File: src/core/hpfc_pkg.sv
// Shared constants for the host port pause configuration block
package hpfc_pkg;
  // Bus geometry
  localparam int unsigned ADDR_W  = 12;
  localparam int unsigned DATA_W  = 32;
  localparam int unsigned STRB_W  = DATA_W / 8;
  // FIFO level word width
  localparam int unsigned LEVEL_W = 8;

  // Register byte address
  localparam logic [ADDR_W-1:0] PAUSE_CFG_OFF = 12'h1a8;

  // Field positions in the pause configuration register
  localparam int unsigned BIT_MANUAL = 0;
  localparam int unsigned BIT_TX_EN  = 1;
  localparam int unsigned BIT_RX_EN  = 2;
  localparam int unsigned BIT_CUR_TX = 3;
  localparam int unsigned BIT_CUR_RX = 4;
  localparam int unsigned BIT_CUR_DP = 5;
  localparam int unsigned BIT_BP_EN  = 6;
  localparam int unsigned BIT_HW_FC  = 7;
  localparam int unsigned FIELD_W    = 8;

  // Reset values
  localparam logic                HW_FC_RST   = 1'b0;
  localparam logic [DATA_W-1:0]   RDATA_RST   = 32'h0000_0000;
  localparam logic [LEVEL_W-1:0]  LEVEL_RST   = 8'h00;

  // Bus responses
  localparam logic [1:0] RESP_OKAY   = 2'h0;
  localparam logic [1:0] RESP_SLVERR = 2'h2;
endpackage : hpfc_pkg

File: src/core/hpfc_reg_if.sv
`timescale 1ns/10ps
// Register access strobes between bus slave and register file
interface hpfc_reg_if;
  import hpfc_pkg::*;
  logic                wr_en;    // One-cycle write strobe
  logic [ADDR_W-1:0]   wr_addr;  // Write byte address
  logic [DATA_W-1:0]   wr_data;  // Write data
  logic [STRB_W-1:0]   wr_strb;  // Write byte enables
  logic                wr_ok;    // Write address is mapped
  logic                rd_en;    // One-cycle read strobe
  logic [ADDR_W-1:0]   rd_addr;  // Read byte address
  logic [DATA_W-1:0]   rd_data;  // Read data, same cycle
  logic                rd_ok;    // Read address is mapped
  modport bus  (output wr_en, wr_addr, wr_data, wr_strb, rd_en, rd_addr,
                input  wr_ok, rd_data, rd_ok);
  modport regs (input  wr_en, wr_addr, wr_data, wr_strb, rd_en, rd_addr,
                output wr_ok, rd_data, rd_ok);
endinterface : hpfc_reg_if

File: src/core/hpfc_axil_slave.sv
`timescale 1ns/10ps
// AXI4-Lite slave, one write and one read in flight
module hpfc_axil_slave
  import hpfc_pkg::*;
(
  input  wire logic                        i_mclk,
  input  wire logic                        i_rst_n,
  input  wire logic                        i_ce,
  input  wire logic [hpfc_pkg::ADDR_W-1:0] i_awaddr,
  input  wire logic                        i_awvalid,
  output logic                             o_awready,
  input  wire logic [hpfc_pkg::DATA_W-1:0] i_wdata,
  input  wire logic [hpfc_pkg::STRB_W-1:0] i_wstrb,
  input  wire logic                        i_wvalid,
  output logic                             o_wready,
  output logic [1:0]                       o_bresp,
  output logic                             o_bvalid,
  input  wire logic                        i_bready,
  input  wire logic [hpfc_pkg::ADDR_W-1:0] i_araddr,
  input  wire logic                        i_arvalid,
  output logic                             o_arready,
  output logic [hpfc_pkg::DATA_W-1:0]      o_rdata,
  output logic [1:0]                       o_rresp,
  output logic                             o_rvalid,
  input  wire logic                        i_rready,
  hpfc_reg_if.bus                          reg_bus
);
  import hpfc_pkg::*;

  logic [ADDR_W-1:0] aw_addr;   // Held write address
  logic [DATA_W-1:0] w_data;    // Held write data
  logic [STRB_W-1:0] w_strb;    // Held byte enables
  logic              aw_held;   // Address taken, not yet used
  logic              w_held;    // Data taken, not yet used

  // Handshake decode
  wire aw_take = i_ce && i_awvalid && o_awready;
  wire w_take  = i_ce && i_wvalid && o_wready;
  wire do_wr   = i_ce && aw_held && w_held && !o_bvalid;
  wire ar_take = i_ce && i_arvalid && o_arready;

  assign reg_bus.wr_en   = do_wr;
  assign reg_bus.wr_addr = aw_addr;
  assign reg_bus.wr_data = w_data;
  assign reg_bus.wr_strb = w_strb;
  assign reg_bus.rd_en   = ar_take;
  assign reg_bus.rd_addr = i_araddr;

  // Write channels and response
  always_ff @(posedge i_mclk or negedge i_rst_n) begin
    if (!i_rst_n) begin
      aw_held   <= 1'b0;
      w_held    <= 1'b0;
      aw_addr   <= '0;
      w_data    <= '0;
      w_strb    <= '0;
      o_awready <= 1'b0;
      o_wready  <= 1'b0;
      o_bvalid  <= 1'b0;
      o_bresp   <= RESP_OKAY;
    end else if (i_ce) begin
      if (aw_take) begin
        aw_addr <= i_awaddr;
      end
      if (w_take) begin
        w_data <= i_wdata;
        w_strb <= i_wstrb;
      end
      aw_held   <= do_wr ? 1'b0 : (aw_held || aw_take);
      w_held    <= do_wr ? 1'b0 : (w_held || w_take);
      o_awready <= !(do_wr ? 1'b0 : (aw_held || aw_take));
      o_wready  <= !(do_wr ? 1'b0 : (w_held || w_take));
      if (do_wr) begin
        o_bvalid <= 1'b1;
        o_bresp  <= reg_bus.wr_ok ? RESP_OKAY : RESP_SLVERR;
      end else if (i_bready) begin
        o_bvalid <= 1'b0;
      end
    end
  end

  // Read address and data
  always_ff @(posedge i_mclk or negedge i_rst_n) begin
    if (!i_rst_n) begin
      o_arready <= 1'b0;
      o_rvalid  <= 1'b0;
      o_rdata   <= RDATA_RST;
      o_rresp   <= RESP_OKAY;
    end else if (i_ce) begin
      if (ar_take) begin
        o_rvalid  <= 1'b1;
        o_arready <= 1'b0;
        o_rdata   <= reg_bus.rd_data;
        o_rresp   <= reg_bus.rd_ok ? RESP_OKAY : RESP_SLVERR;
      end else if (o_rvalid && i_rready) begin
        o_rvalid  <= 1'b0;
        o_arready <= 1'b1;
      end else if (!o_rvalid) begin
        o_arready <= 1'b1;
      end
    end
  end
endmodule : hpfc_axil_slave

File: src/core/hpfc_pause_resolve.sv
`timescale 1ns/10ps
// Resolves the pause and backpressure state in force on the host port
module hpfc_pause_resolve
  import hpfc_pkg::*;
(
  input  wire logic                         i_mclk,
  input  wire logic                         i_rst_n,
  input  wire logic                         i_ce,
  input  wire logic                         i_manual,
  input  wire logic                         i_rx_en,
  input  wire logic                         i_tx_en,
  input  wire logic                         i_bp_en,
  input  wire logic                         i_hw_fc,
  input  wire logic                         i_an_enable,
  input  wire logic                         i_an_rx_pause,
  input  wire logic                         i_an_tx_pause,
  input  wire logic                         i_half_duplex,
  input  wire logic [hpfc_pkg::LEVEL_W-1:0] i_mac_rx_level,
  input  wire logic [hpfc_pkg::LEVEL_W-1:0] i_swe_rx_level,
  output logic                              o_cur_rx,
  output logic                              o_cur_tx,
  output logic                              o_cur_dup,
  output logic                              o_backpressure,
  output logic [hpfc_pkg::LEVEL_W-1:0]      o_swe_tx_level,
  output logic [hpfc_pkg::LEVEL_W-1:0]      o_mac_tx_level
);
  import hpfc_pkg::*;

  wire use_bits = i_manual || !i_an_enable;
  wire sel_rx   = use_bits ? i_rx_en : i_an_rx_pause;
  wire sel_tx   = use_bits ? i_tx_en : i_an_tx_pause;
  wire next_rx  = !i_half_duplex && sel_rx;
  wire next_tx  = !i_half_duplex && sel_tx;
  wire next_bp  = i_half_duplex && i_bp_en;

  // Resolved state, frozen while clock enable is low
  always_ff @(posedge i_mclk or negedge i_rst_n) begin
    if (!i_rst_n) begin
      o_cur_rx       <= 1'b0;
      o_cur_tx       <= 1'b0;
      o_cur_dup      <= 1'b0;
      o_backpressure <= 1'b0;
      o_swe_tx_level <= LEVEL_RST;
      o_mac_tx_level <= LEVEL_RST;
    end else if (i_ce) begin
      o_cur_rx       <= next_rx;
      o_cur_tx       <= next_tx;
      o_cur_dup      <= i_half_duplex;
      o_backpressure <= next_bp;
      o_swe_tx_level <= i_hw_fc ? i_mac_rx_level : LEVEL_RST;
      o_mac_tx_level <= i_hw_fc ? i_swe_rx_level : LEVEL_RST;
    end
  end
endmodule : hpfc_pause_resolve

File: src/core/hpfc_top.sv
// Local design decision: the AXI4-Lite register port.
`timescale 1ns/10ps
module hpfc_top
  import hpfc_pkg::*;
(
  input  wire logic                         i_mclk,
  input  wire logic                         i_rst_n,
  input  wire logic                         i_ce,
  // AXI4-Lite slave
  input  wire logic [hpfc_pkg::ADDR_W-1:0]  i_awaddr,
  input  wire logic                         i_awvalid,
  output logic                              o_awready,
  input  wire logic [hpfc_pkg::DATA_W-1:0]  i_wdata,
  input  wire logic [hpfc_pkg::STRB_W-1:0]  i_wstrb,
  input  wire logic                         i_wvalid,
  output logic                              o_wready,
  output logic [1:0]                        o_bresp,
  output logic                              o_bvalid,
  input  wire logic                         i_bready,
  input  wire logic [hpfc_pkg::ADDR_W-1:0]  i_araddr,
  input  wire logic                         i_arvalid,
  output logic                              o_arready,
  output logic [hpfc_pkg::DATA_W-1:0]       o_rdata,
  output logic [1:0]                        o_rresp,
  output logic                              o_rvalid,
  input  wire logic                         i_rready,
  // Configuration straps and loader rewrite strobe
  input  wire logic                         i_host_backpressure_strap,
  input  wire logic                         i_host_full_duplex_pause_strap,
  input  wire logic                         i_host_manual_pause_strap,
  input  wire logic                         i_strap_reload,
  // Virtual negotiation and port state
  input  wire logic                         i_an_enable,
  input  wire logic                         i_an_rx_pause,
  input  wire logic                         i_an_tx_pause,
  input  wire logic                         i_half_duplex,
  // FIFO levels
  input  wire logic [hpfc_pkg::LEVEL_W-1:0] i_mac_rx_level,
  input  wire logic [hpfc_pkg::LEVEL_W-1:0] i_swe_rx_level,
  output logic [hpfc_pkg::LEVEL_W-1:0]      o_swe_tx_level,
  output logic [hpfc_pkg::LEVEL_W-1:0]      o_mac_tx_level,
  // Resolved port controls
  output logic                              o_host_rx_pause_detect,
  output logic                              o_host_tx_pause_gen,
  output logic                              o_host_backpressure,
  output logic                              o_host_current_duplex
);
  import hpfc_pkg::*;

  // Writable fields and strap capture flag
  logic host_manual_pause_select;   // Manual select
  logic host_tx_pause_enable;       // Transmit pause enable
  logic host_rx_pause_enable;       // Receive pause enable
  logic host_backpressure_enable;   // Backpressure enable
  logic hardwired_fifo_pause;       // FIFO level cross-connect
  logic strap_done;                 // Straps captured since reset

  // Resolved state from the resolver
  logic cur_rx;                     // Detection in force
  logic cur_tx;                     // Generation in force
  logic cur_dup;                    // Actual duplex
  logic cur_bp;                     // Backpressure in force

  hpfc_reg_if reg_bus ();

  // Bus slave
  hpfc_axil_slave u_slave (
    .i_mclk    (i_mclk),
    .i_rst_n   (i_rst_n),
    .i_ce      (i_ce),
    .i_awaddr  (i_awaddr),
    .i_awvalid (i_awvalid),
    .o_awready (o_awready),
    .i_wdata   (i_wdata),
    .i_wstrb   (i_wstrb),
    .i_wvalid  (i_wvalid),
    .o_wready  (o_wready),
    .o_bresp   (o_bresp),
    .o_bvalid  (o_bvalid),
    .i_bready  (i_bready),
    .i_araddr  (i_araddr),
    .i_arvalid (i_arvalid),
    .o_arready (o_arready),
    .o_rdata   (o_rdata),
    .o_rresp   (o_rresp),
    .o_rvalid  (o_rvalid),
    .i_rready  (i_rready),
    .reg_bus   (reg_bus.bus)
  );

  // Address decode
  wire wr_hit  = (reg_bus.wr_addr == PAUSE_CFG_OFF);
  wire rd_hit  = (reg_bus.rd_addr == PAUSE_CFG_OFF);
  wire wr_low  = reg_bus.wr_en && wr_hit && reg_bus.wr_strb[0];
  wire load    = !strap_done || i_strap_reload;
  assign reg_bus.wr_ok = wr_hit;
  assign reg_bus.rd_ok = rd_hit;

  wire next_manual = load ? i_host_manual_pause_strap
                   : (wr_low ? reg_bus.wr_data[BIT_MANUAL] : host_manual_pause_select);
  wire next_tx_en  = load ? i_host_full_duplex_pause_strap
                   : (wr_low ? reg_bus.wr_data[BIT_TX_EN] : host_tx_pause_enable);
  wire next_rx_en  = load ? i_host_full_duplex_pause_strap
                   : (wr_low ? reg_bus.wr_data[BIT_RX_EN] : host_rx_pause_enable);
  wire next_bp_en  = load ? i_host_backpressure_strap
                   : (wr_low ? reg_bus.wr_data[BIT_BP_EN] : host_backpressure_enable);
  wire next_hw_fc  = wr_low ? reg_bus.wr_data[BIT_HW_FC] : hardwired_fifo_pause;

  // Readback field word
  wire [FIELD_W-1:0] fields = {hardwired_fifo_pause, host_backpressure_enable,
                               cur_dup, cur_rx, cur_tx, host_rx_pause_enable,
                               host_tx_pause_enable, host_manual_pause_select};
  assign reg_bus.rd_data = rd_hit ? {{(DATA_W-FIELD_W){1'b0}}, fields} : RDATA_RST;

  always_ff @(posedge i_mclk or negedge i_rst_n) begin
    if (!i_rst_n) begin
      host_manual_pause_select <= 1'b0;
      host_tx_pause_enable     <= 1'b0;
      host_rx_pause_enable     <= 1'b0;
      host_backpressure_enable <= 1'b0;
      hardwired_fifo_pause     <= HW_FC_RST;
      strap_done               <= 1'b0;
    end else if (i_ce) begin
      host_manual_pause_select <= next_manual;
      host_tx_pause_enable     <= next_tx_en;
      host_rx_pause_enable     <= next_rx_en;
      host_backpressure_enable <= next_bp_en;
      hardwired_fifo_pause     <= next_hw_fc;
      strap_done               <= 1'b1;
    end
  end

  hpfc_pause_resolve u_resolve (
    .i_mclk         (i_mclk),
    .i_rst_n        (i_rst_n),
    .i_ce           (i_ce),
    .i_manual       (host_manual_pause_select),
    .i_rx_en        (host_rx_pause_enable),
    .i_tx_en        (host_tx_pause_enable),
    .i_bp_en        (host_backpressure_enable),
    .i_hw_fc        (hardwired_fifo_pause),
    .i_an_enable    (i_an_enable),
    .i_an_rx_pause  (i_an_rx_pause),
    .i_an_tx_pause  (i_an_tx_pause),
    .i_half_duplex  (i_half_duplex),
    .i_mac_rx_level (i_mac_rx_level),
    .i_swe_rx_level (i_swe_rx_level),
    .o_cur_rx       (cur_rx),
    .o_cur_tx       (cur_tx),
    .o_cur_dup      (cur_dup),
    .o_backpressure (cur_bp),
    .o_swe_tx_level (o_swe_tx_level),
    .o_mac_tx_level (o_mac_tx_level)
  );

  assign o_host_rx_pause_detect = cur_rx;
  assign o_host_tx_pause_gen    = cur_tx;
  assign o_host_current_duplex  = cur_dup;
  assign o_host_backpressure    = cur_bp;

  wire man_path = host_manual_pause_select || !i_an_enable;
endmodule : hpfc_top

File: config.mk
export PLATFORM = sky130hd
export DESIGN_NAME = hpfc_top
export DESIGN_NICKNAME = d
export VERILOG_FILES = /design/src/core/hpfc_pkg.sv /design/src/core/hpfc_reg_if.sv /design/src/core/hpfc_axil_slave.sv /design/src/core/hpfc_pause_resolve.sv /design/src/core/hpfc_top.sv
export SDC_FILE = /design/constraint.sdc
export NUM_CORES = 1
export LEC_CHECK = 0
export BUFFER_PORTS_ARGS = -buffer_cell sky130_fd_sc_hd__buf_2
export CORE_MARGIN = 4
export CORE_UTILIZATION = 35
export CTS_CLUSTER_DIAMETER = 80
export DETAILED_ROUTE_END_ITERATION = 8
export PLACE_DENSITY = 0.65
export SLEW_MARGIN = 20
export SYNTH_ARGS = -nofsm -noshare
export SYNTH_HDL_FRONTEND = slang
export SYNTH_SLANG_ARGS = --single-unit
File: constraint.sdc
create_clock -name i_mclk -period 3.44 [get_ports i_mclk]
set_clock_uncertainty 0.1 [all_clocks]
set_input_delay 0.344 -clock i_mclk [delete_from_list [all_inputs] [get_ports i_mclk]]
set_output_delay 0.344 -clock i_mclk [all_outputs]
set_load 0.01 [all_outputs]
==> flow_metrics.tcl <==
set metrics [dict create \
    first_global_vias 1895 \
    finalWirelength_um 5750 \
    initial_antenna_violation_count 0 \
    port-buffer-count 96 \
    grt_util_met2_pct 20.9 \
    finish.utilization_pct 45.3 \
    synth.distinct_cells 34 \
    irDropWorstVdd_mv 0.360 \
    first_pass_iters 4 \
    routed_via_density 4.51 \
    fin_max_slew_vios 0 \
    ctsLongestPathBuffers 2 \
    die_area_um2 9270 \
    cts_buffers 9 \
    met1_track_utilization_from_global_routing_pct 15.4 \
    tritoncts_num_sinks 61 \
    pwr_density_cell_nw_per_um2 548 \
    row_count 31 \
    clock_pin_slew_worst_setup_and_hold_paths_ns 0.07 \
    cts_hold_buffers_added 0 \
    gp_congestion 0.663 \
    drt_drc_violations_left 0 \
    critical_path_required_ns 3.55 \
    critical_path.endpoint_type "flip-flop" \
    post_cts_resized 0 \
    coreArea_um2 7410 \
    ys_warn_count 0 \
    timing.critical_path.fanout_max 38 \
    num_vias 1994 \
    rr_startpoint "u_slave.o_bvalid$_DFFE_PN0P_" \
    min_path_type "input pin to async pin" \
    fraction_of_the_cycle_the_final_worst_path_needs_pct 53.9 \
    postRouteAntennaNets 0 \
    global_route.overflow_total 0 \
    cts_tree "yes" \
    max_cap_viol_count 0 \
    start_util_pct 36.8 \
    antenna-diode-count 0 \
    hpwlAfterDp_um 4330 \
    drive_gt1_share_pct 40.5 \
    gr-max-usage-layer "met2" \
    die-height_um 96.3 \
    fmax_mhz 539 \
    root_buffer "sky130_fd_sc_hd__clkbuf_8" \
    final-setup-viol-count 0 \
    grt_util_all_layers_pct 12.9 \
    clk-insertion-delay-late_ns 0.33 \
    finalHoldViolations 0 \
    die_w_um 96.3 \
    post-route-min-period_ns 1.85 \
    max_slew.worst_pin.slew_ns 0.929 \
    fin_setup_tns_ns 0 \
    htree_levels 3 \
    grt_util_met3_pct 6.18 \
    max-slew-margin-rel_pct 38.0 \
    maximum_number_of_pins_on_one_net_before_global_route_repair 43 \
    drt-wirelength-per-cell_um 13.0 \
    ys_seq_elements 61 \
    drt-initial-drc-count 54 \
    path_cells "buf_2 -> and4b_1 -> nand2_1 -> or2_4 -> mux2_4" \
    area.growth.synth_to_final_pct 23.2 \
    crit_slowest_cell "sky130_fd_sc_hd__buf_2" \
    syn_area_per_cell_um2 11.3 \
    p_leak_nw 1.66 \
    top_level_ports 153 \
    netlist_area_um2 2730 \
    cp_data_arrival_time_ns 1.96 \
    cp_launch_point "i_ce" \
    gate_count_of_the_mapped_netlist 241 \
    seq_area_frac_synth_pct 56.0 \
    final_ws_setup_ns 1.59 \
    fin_nets 430 \
    hold-worst-slack_ns 0.0588 \
    setup.worst_path.start_class "input pin" \
    outcome "completed" \
    post_placement_setup_slack_ns 1.23 \
    post-cts-setup-buffers 0 \
    grt_setup_unrepaired "no" \
    grt_first_pass_wirelength_um 8900 \
    timing.setup.critical_path_class "input pin to flip-flop" \
    worst_path_max_stage_delay_ns 0.46 \
]
==> metal layers <==
layer | wire length [µm] | up-vias | share of wire, %
met4 | 57 | 0 | 0.99
met5 | 0 | - | 0
met2 | 2800 | 81 | 49
met3 | 551 | 7 | 9.6
li1 | - | 967 | -
met1 | 2340 | 939 | 41
==> through the flow <==
stage	instances	area, µm²	power [mW]
2_1_floorplan	266	2820	1.23
3_3_place_gp	426	3200	1.32
3_5_place_dp	426	3200	1.34
4_1_cts	442	3360	1.88
5_1_grt	442	3360	1.96
6_report	442	3360	1.84
==> placed cells by master, fill, tap and decap left out, types with 3 or more instances in the layout <==
cell,Yosys,layout
sky130_fd_sc_hd__nand2_1,6,6
sky130_fd_sc_hd__nand3_1,20,20
sky130_fd_sc_hd__conb_1,1,26
sky130_fd_sc_hd__o21ai_0,17,17
sky130_fd_sc_hd__dfrtp_1,61,61
sky130_fd_sc_hd__nand2b_1,3,3
sky130_fd_sc_hd__o22ai_1,6,6
sky130_fd_sc_hd__clkbuf_8,0,9
sky130_fd_sc_hd__nor2_1,9,9
sky130_fd_sc_hd__clkinv_2,0,4
sky130_fd_sc_hd__mux2_2,20,20
sky130_fd_sc_hd__a22o_1,8,8
sky130_fd_sc_hd__nor4_1,4,4
sky130_fd_sc_hd__inv_1,21,21
sky130_fd_sc_hd__buf_2,3,96
sky130_fd_sc_hd__a21oi_1,5,5
==> synthesized netlist by cell type <==
| cell type | count | area (µm²) |
|---|---|---|
| sky130_fd_sc_hd__conb_1 | 1 | 3.75 |
| sky130_fd_sc_hd__mux2i_1 | 2 | 20.0 |
| sky130_fd_sc_hd__nor4bb_1 | 1 | 10.0 |
| sky130_fd_sc_hd__nand2b_1 | 3 | 18.8 |
| sky130_fd_sc_hd__and4_1 | 1 | 8.76 |
| sky130_fd_sc_hd__nor4_1 | 4 | 25.0 |
| sky130_fd_sc_hd__nor4b_4 | 2 | 47.6 |
| sky130_fd_sc_hd__a211oi_1 | 2 | 15.0 |
| sky130_fd_sc_hd__and3_1 | 1 | 6.26 |
| sky130_fd_sc_hd__nor4b_1 | 2 | 17.5 |
| sky130_fd_sc_hd__nand3_1 | 20 | 100 |
| sky130_fd_sc_hd__nor3_1 | 2 | 10.0 |
| sky130_fd_sc_hd__buf_1 | 4 | 15.0 |
| sky130_fd_sc_hd__o21a_1 | 2 | 15.0 |
| sky130_fd_sc_hd__mux2_2 | 20 | 225 |
| sky130_fd_sc_hd__buf_2 | 3 | 15.0 |
| sky130_fd_sc_hd__nand3_4 | 1 | 17.5 |
| sky130_fd_sc_hd__inv_1 | 21 | 78.8 |
| sky130_fd_sc_hd__buf_4 | 26 | 195 |
| sky130_fd_sc_hd__nor2b_1 | 1 | 6.26 |
| sky130_fd_sc_hd__dfrtp_1 | 61 | 1530 |
| sky130_fd_sc_hd__o21ai_0 | 17 | 85.1 |
| sky130_fd_sc_hd__or2_2 | 1 | 6.26 |
| sky130_fd_sc_hd__nand2_1 | 6 | 22.5 |
| sky130_fd_sc_hd__nor2_1 | 9 | 33.8 |
| sky130_fd_sc_hd__a21o_1 | 1 | 7.51 |
| sky130_fd_sc_hd__mux2_4 | 1 | 15.0 |
| sky130_fd_sc_hd__or2_4 | 1 | 8.76 |
| sky130_fd_sc_hd__o22ai_1 | 6 | 37.5 |
| sky130_fd_sc_hd__a21oi_1 | 5 | 25.0 |
| sky130_fd_sc_hd__and4bb_2 | 1 | 12.5 |
| sky130_fd_sc_hd__a22o_1 | 8 | 70.1 |
| sky130_fd_sc_hd__clkbuf_1 | 4 | 15.0 |
| sky130_fd_sc_hd__and4b_1 | 1 | 10.0 |
==> sequential cells by signal, summed over array words and instances, names as in the netlist, 5 cells and up <==
signal / flops
u_slave.reg_bus.wr_data: 5
u_slave.reg_bus.wr_addr: 12
u_slave.o_rdata: 8
u_resolve.o_swe_tx_level: 8
u_resolve.o_mac_tx_level: 8
==> area by class of cell <==
cell class                      count  area, µm²
Fill cell                         760       4050
Sequential cell                    61       1530
Multi-Input combinational cell    147        975
Timing Repair Buffer               98        495
Clock buffer                       11        131
Tap cell                           99        124
Inverter                           21       78.8
Clock inverter                      5       27.5
==> worst max-delay path: cells and delay by family <==
kind                   cells  cell delay [ns]
buffers and inverters      1             0.46
and+or+nand+nor            3             0.86
muxes                      1             0.29
==> power breakdown <==
part	switching, mW	leakage, nW	internal [mW]	total (mW)
clock network	0.265	0.0829	0.256	0.522
logic	0.155	0.814	0.189	0.344
registers	0.105	0.765	0.870	0.975
==> cell families (layout without fill, tap and decap cells) <==
logic type             after synthesis  count (layout)  share of synthesized area (%)
AO/OA/AOI/OAI                       41              41                           9.36
buffers and inverters               58             135                           11.7
flip-flops                          61              61                           56.0
multiplexers                        23              23                           9.55
other                                1              26                          0.138
AND/OR/NAND/NOR                     57              57                           13.3
==> final timing paths <==
kind | endpoint | slack [ns] | depth (start not counted)
hold / removal | u_resolve.o_cur_rx$_DFFE_PN0P_ | 0.06 | 1
max in group asynchronous | u_slave.reg_bus.wr_data[7]$_DFFE_PN0P_ | 2.38 | 2
hold reg to reg | strap_done$_DFFE_PN0P_ | 0.37 | 1
min in group i_mclk | u_slave.reg_bus.wr_addr[7]$_DFFE_PN0P_ | 0.14 | 2
setup / recovery | hardwired_fifo_pause$_DFFE_PN0P_ | 1.59 | 5
setup reg to reg | hardwired_fifo_pause$_DFFE_PN0P_ | 1.71 | 4
No activity file was read; power rests on OpenSTA's default activity.
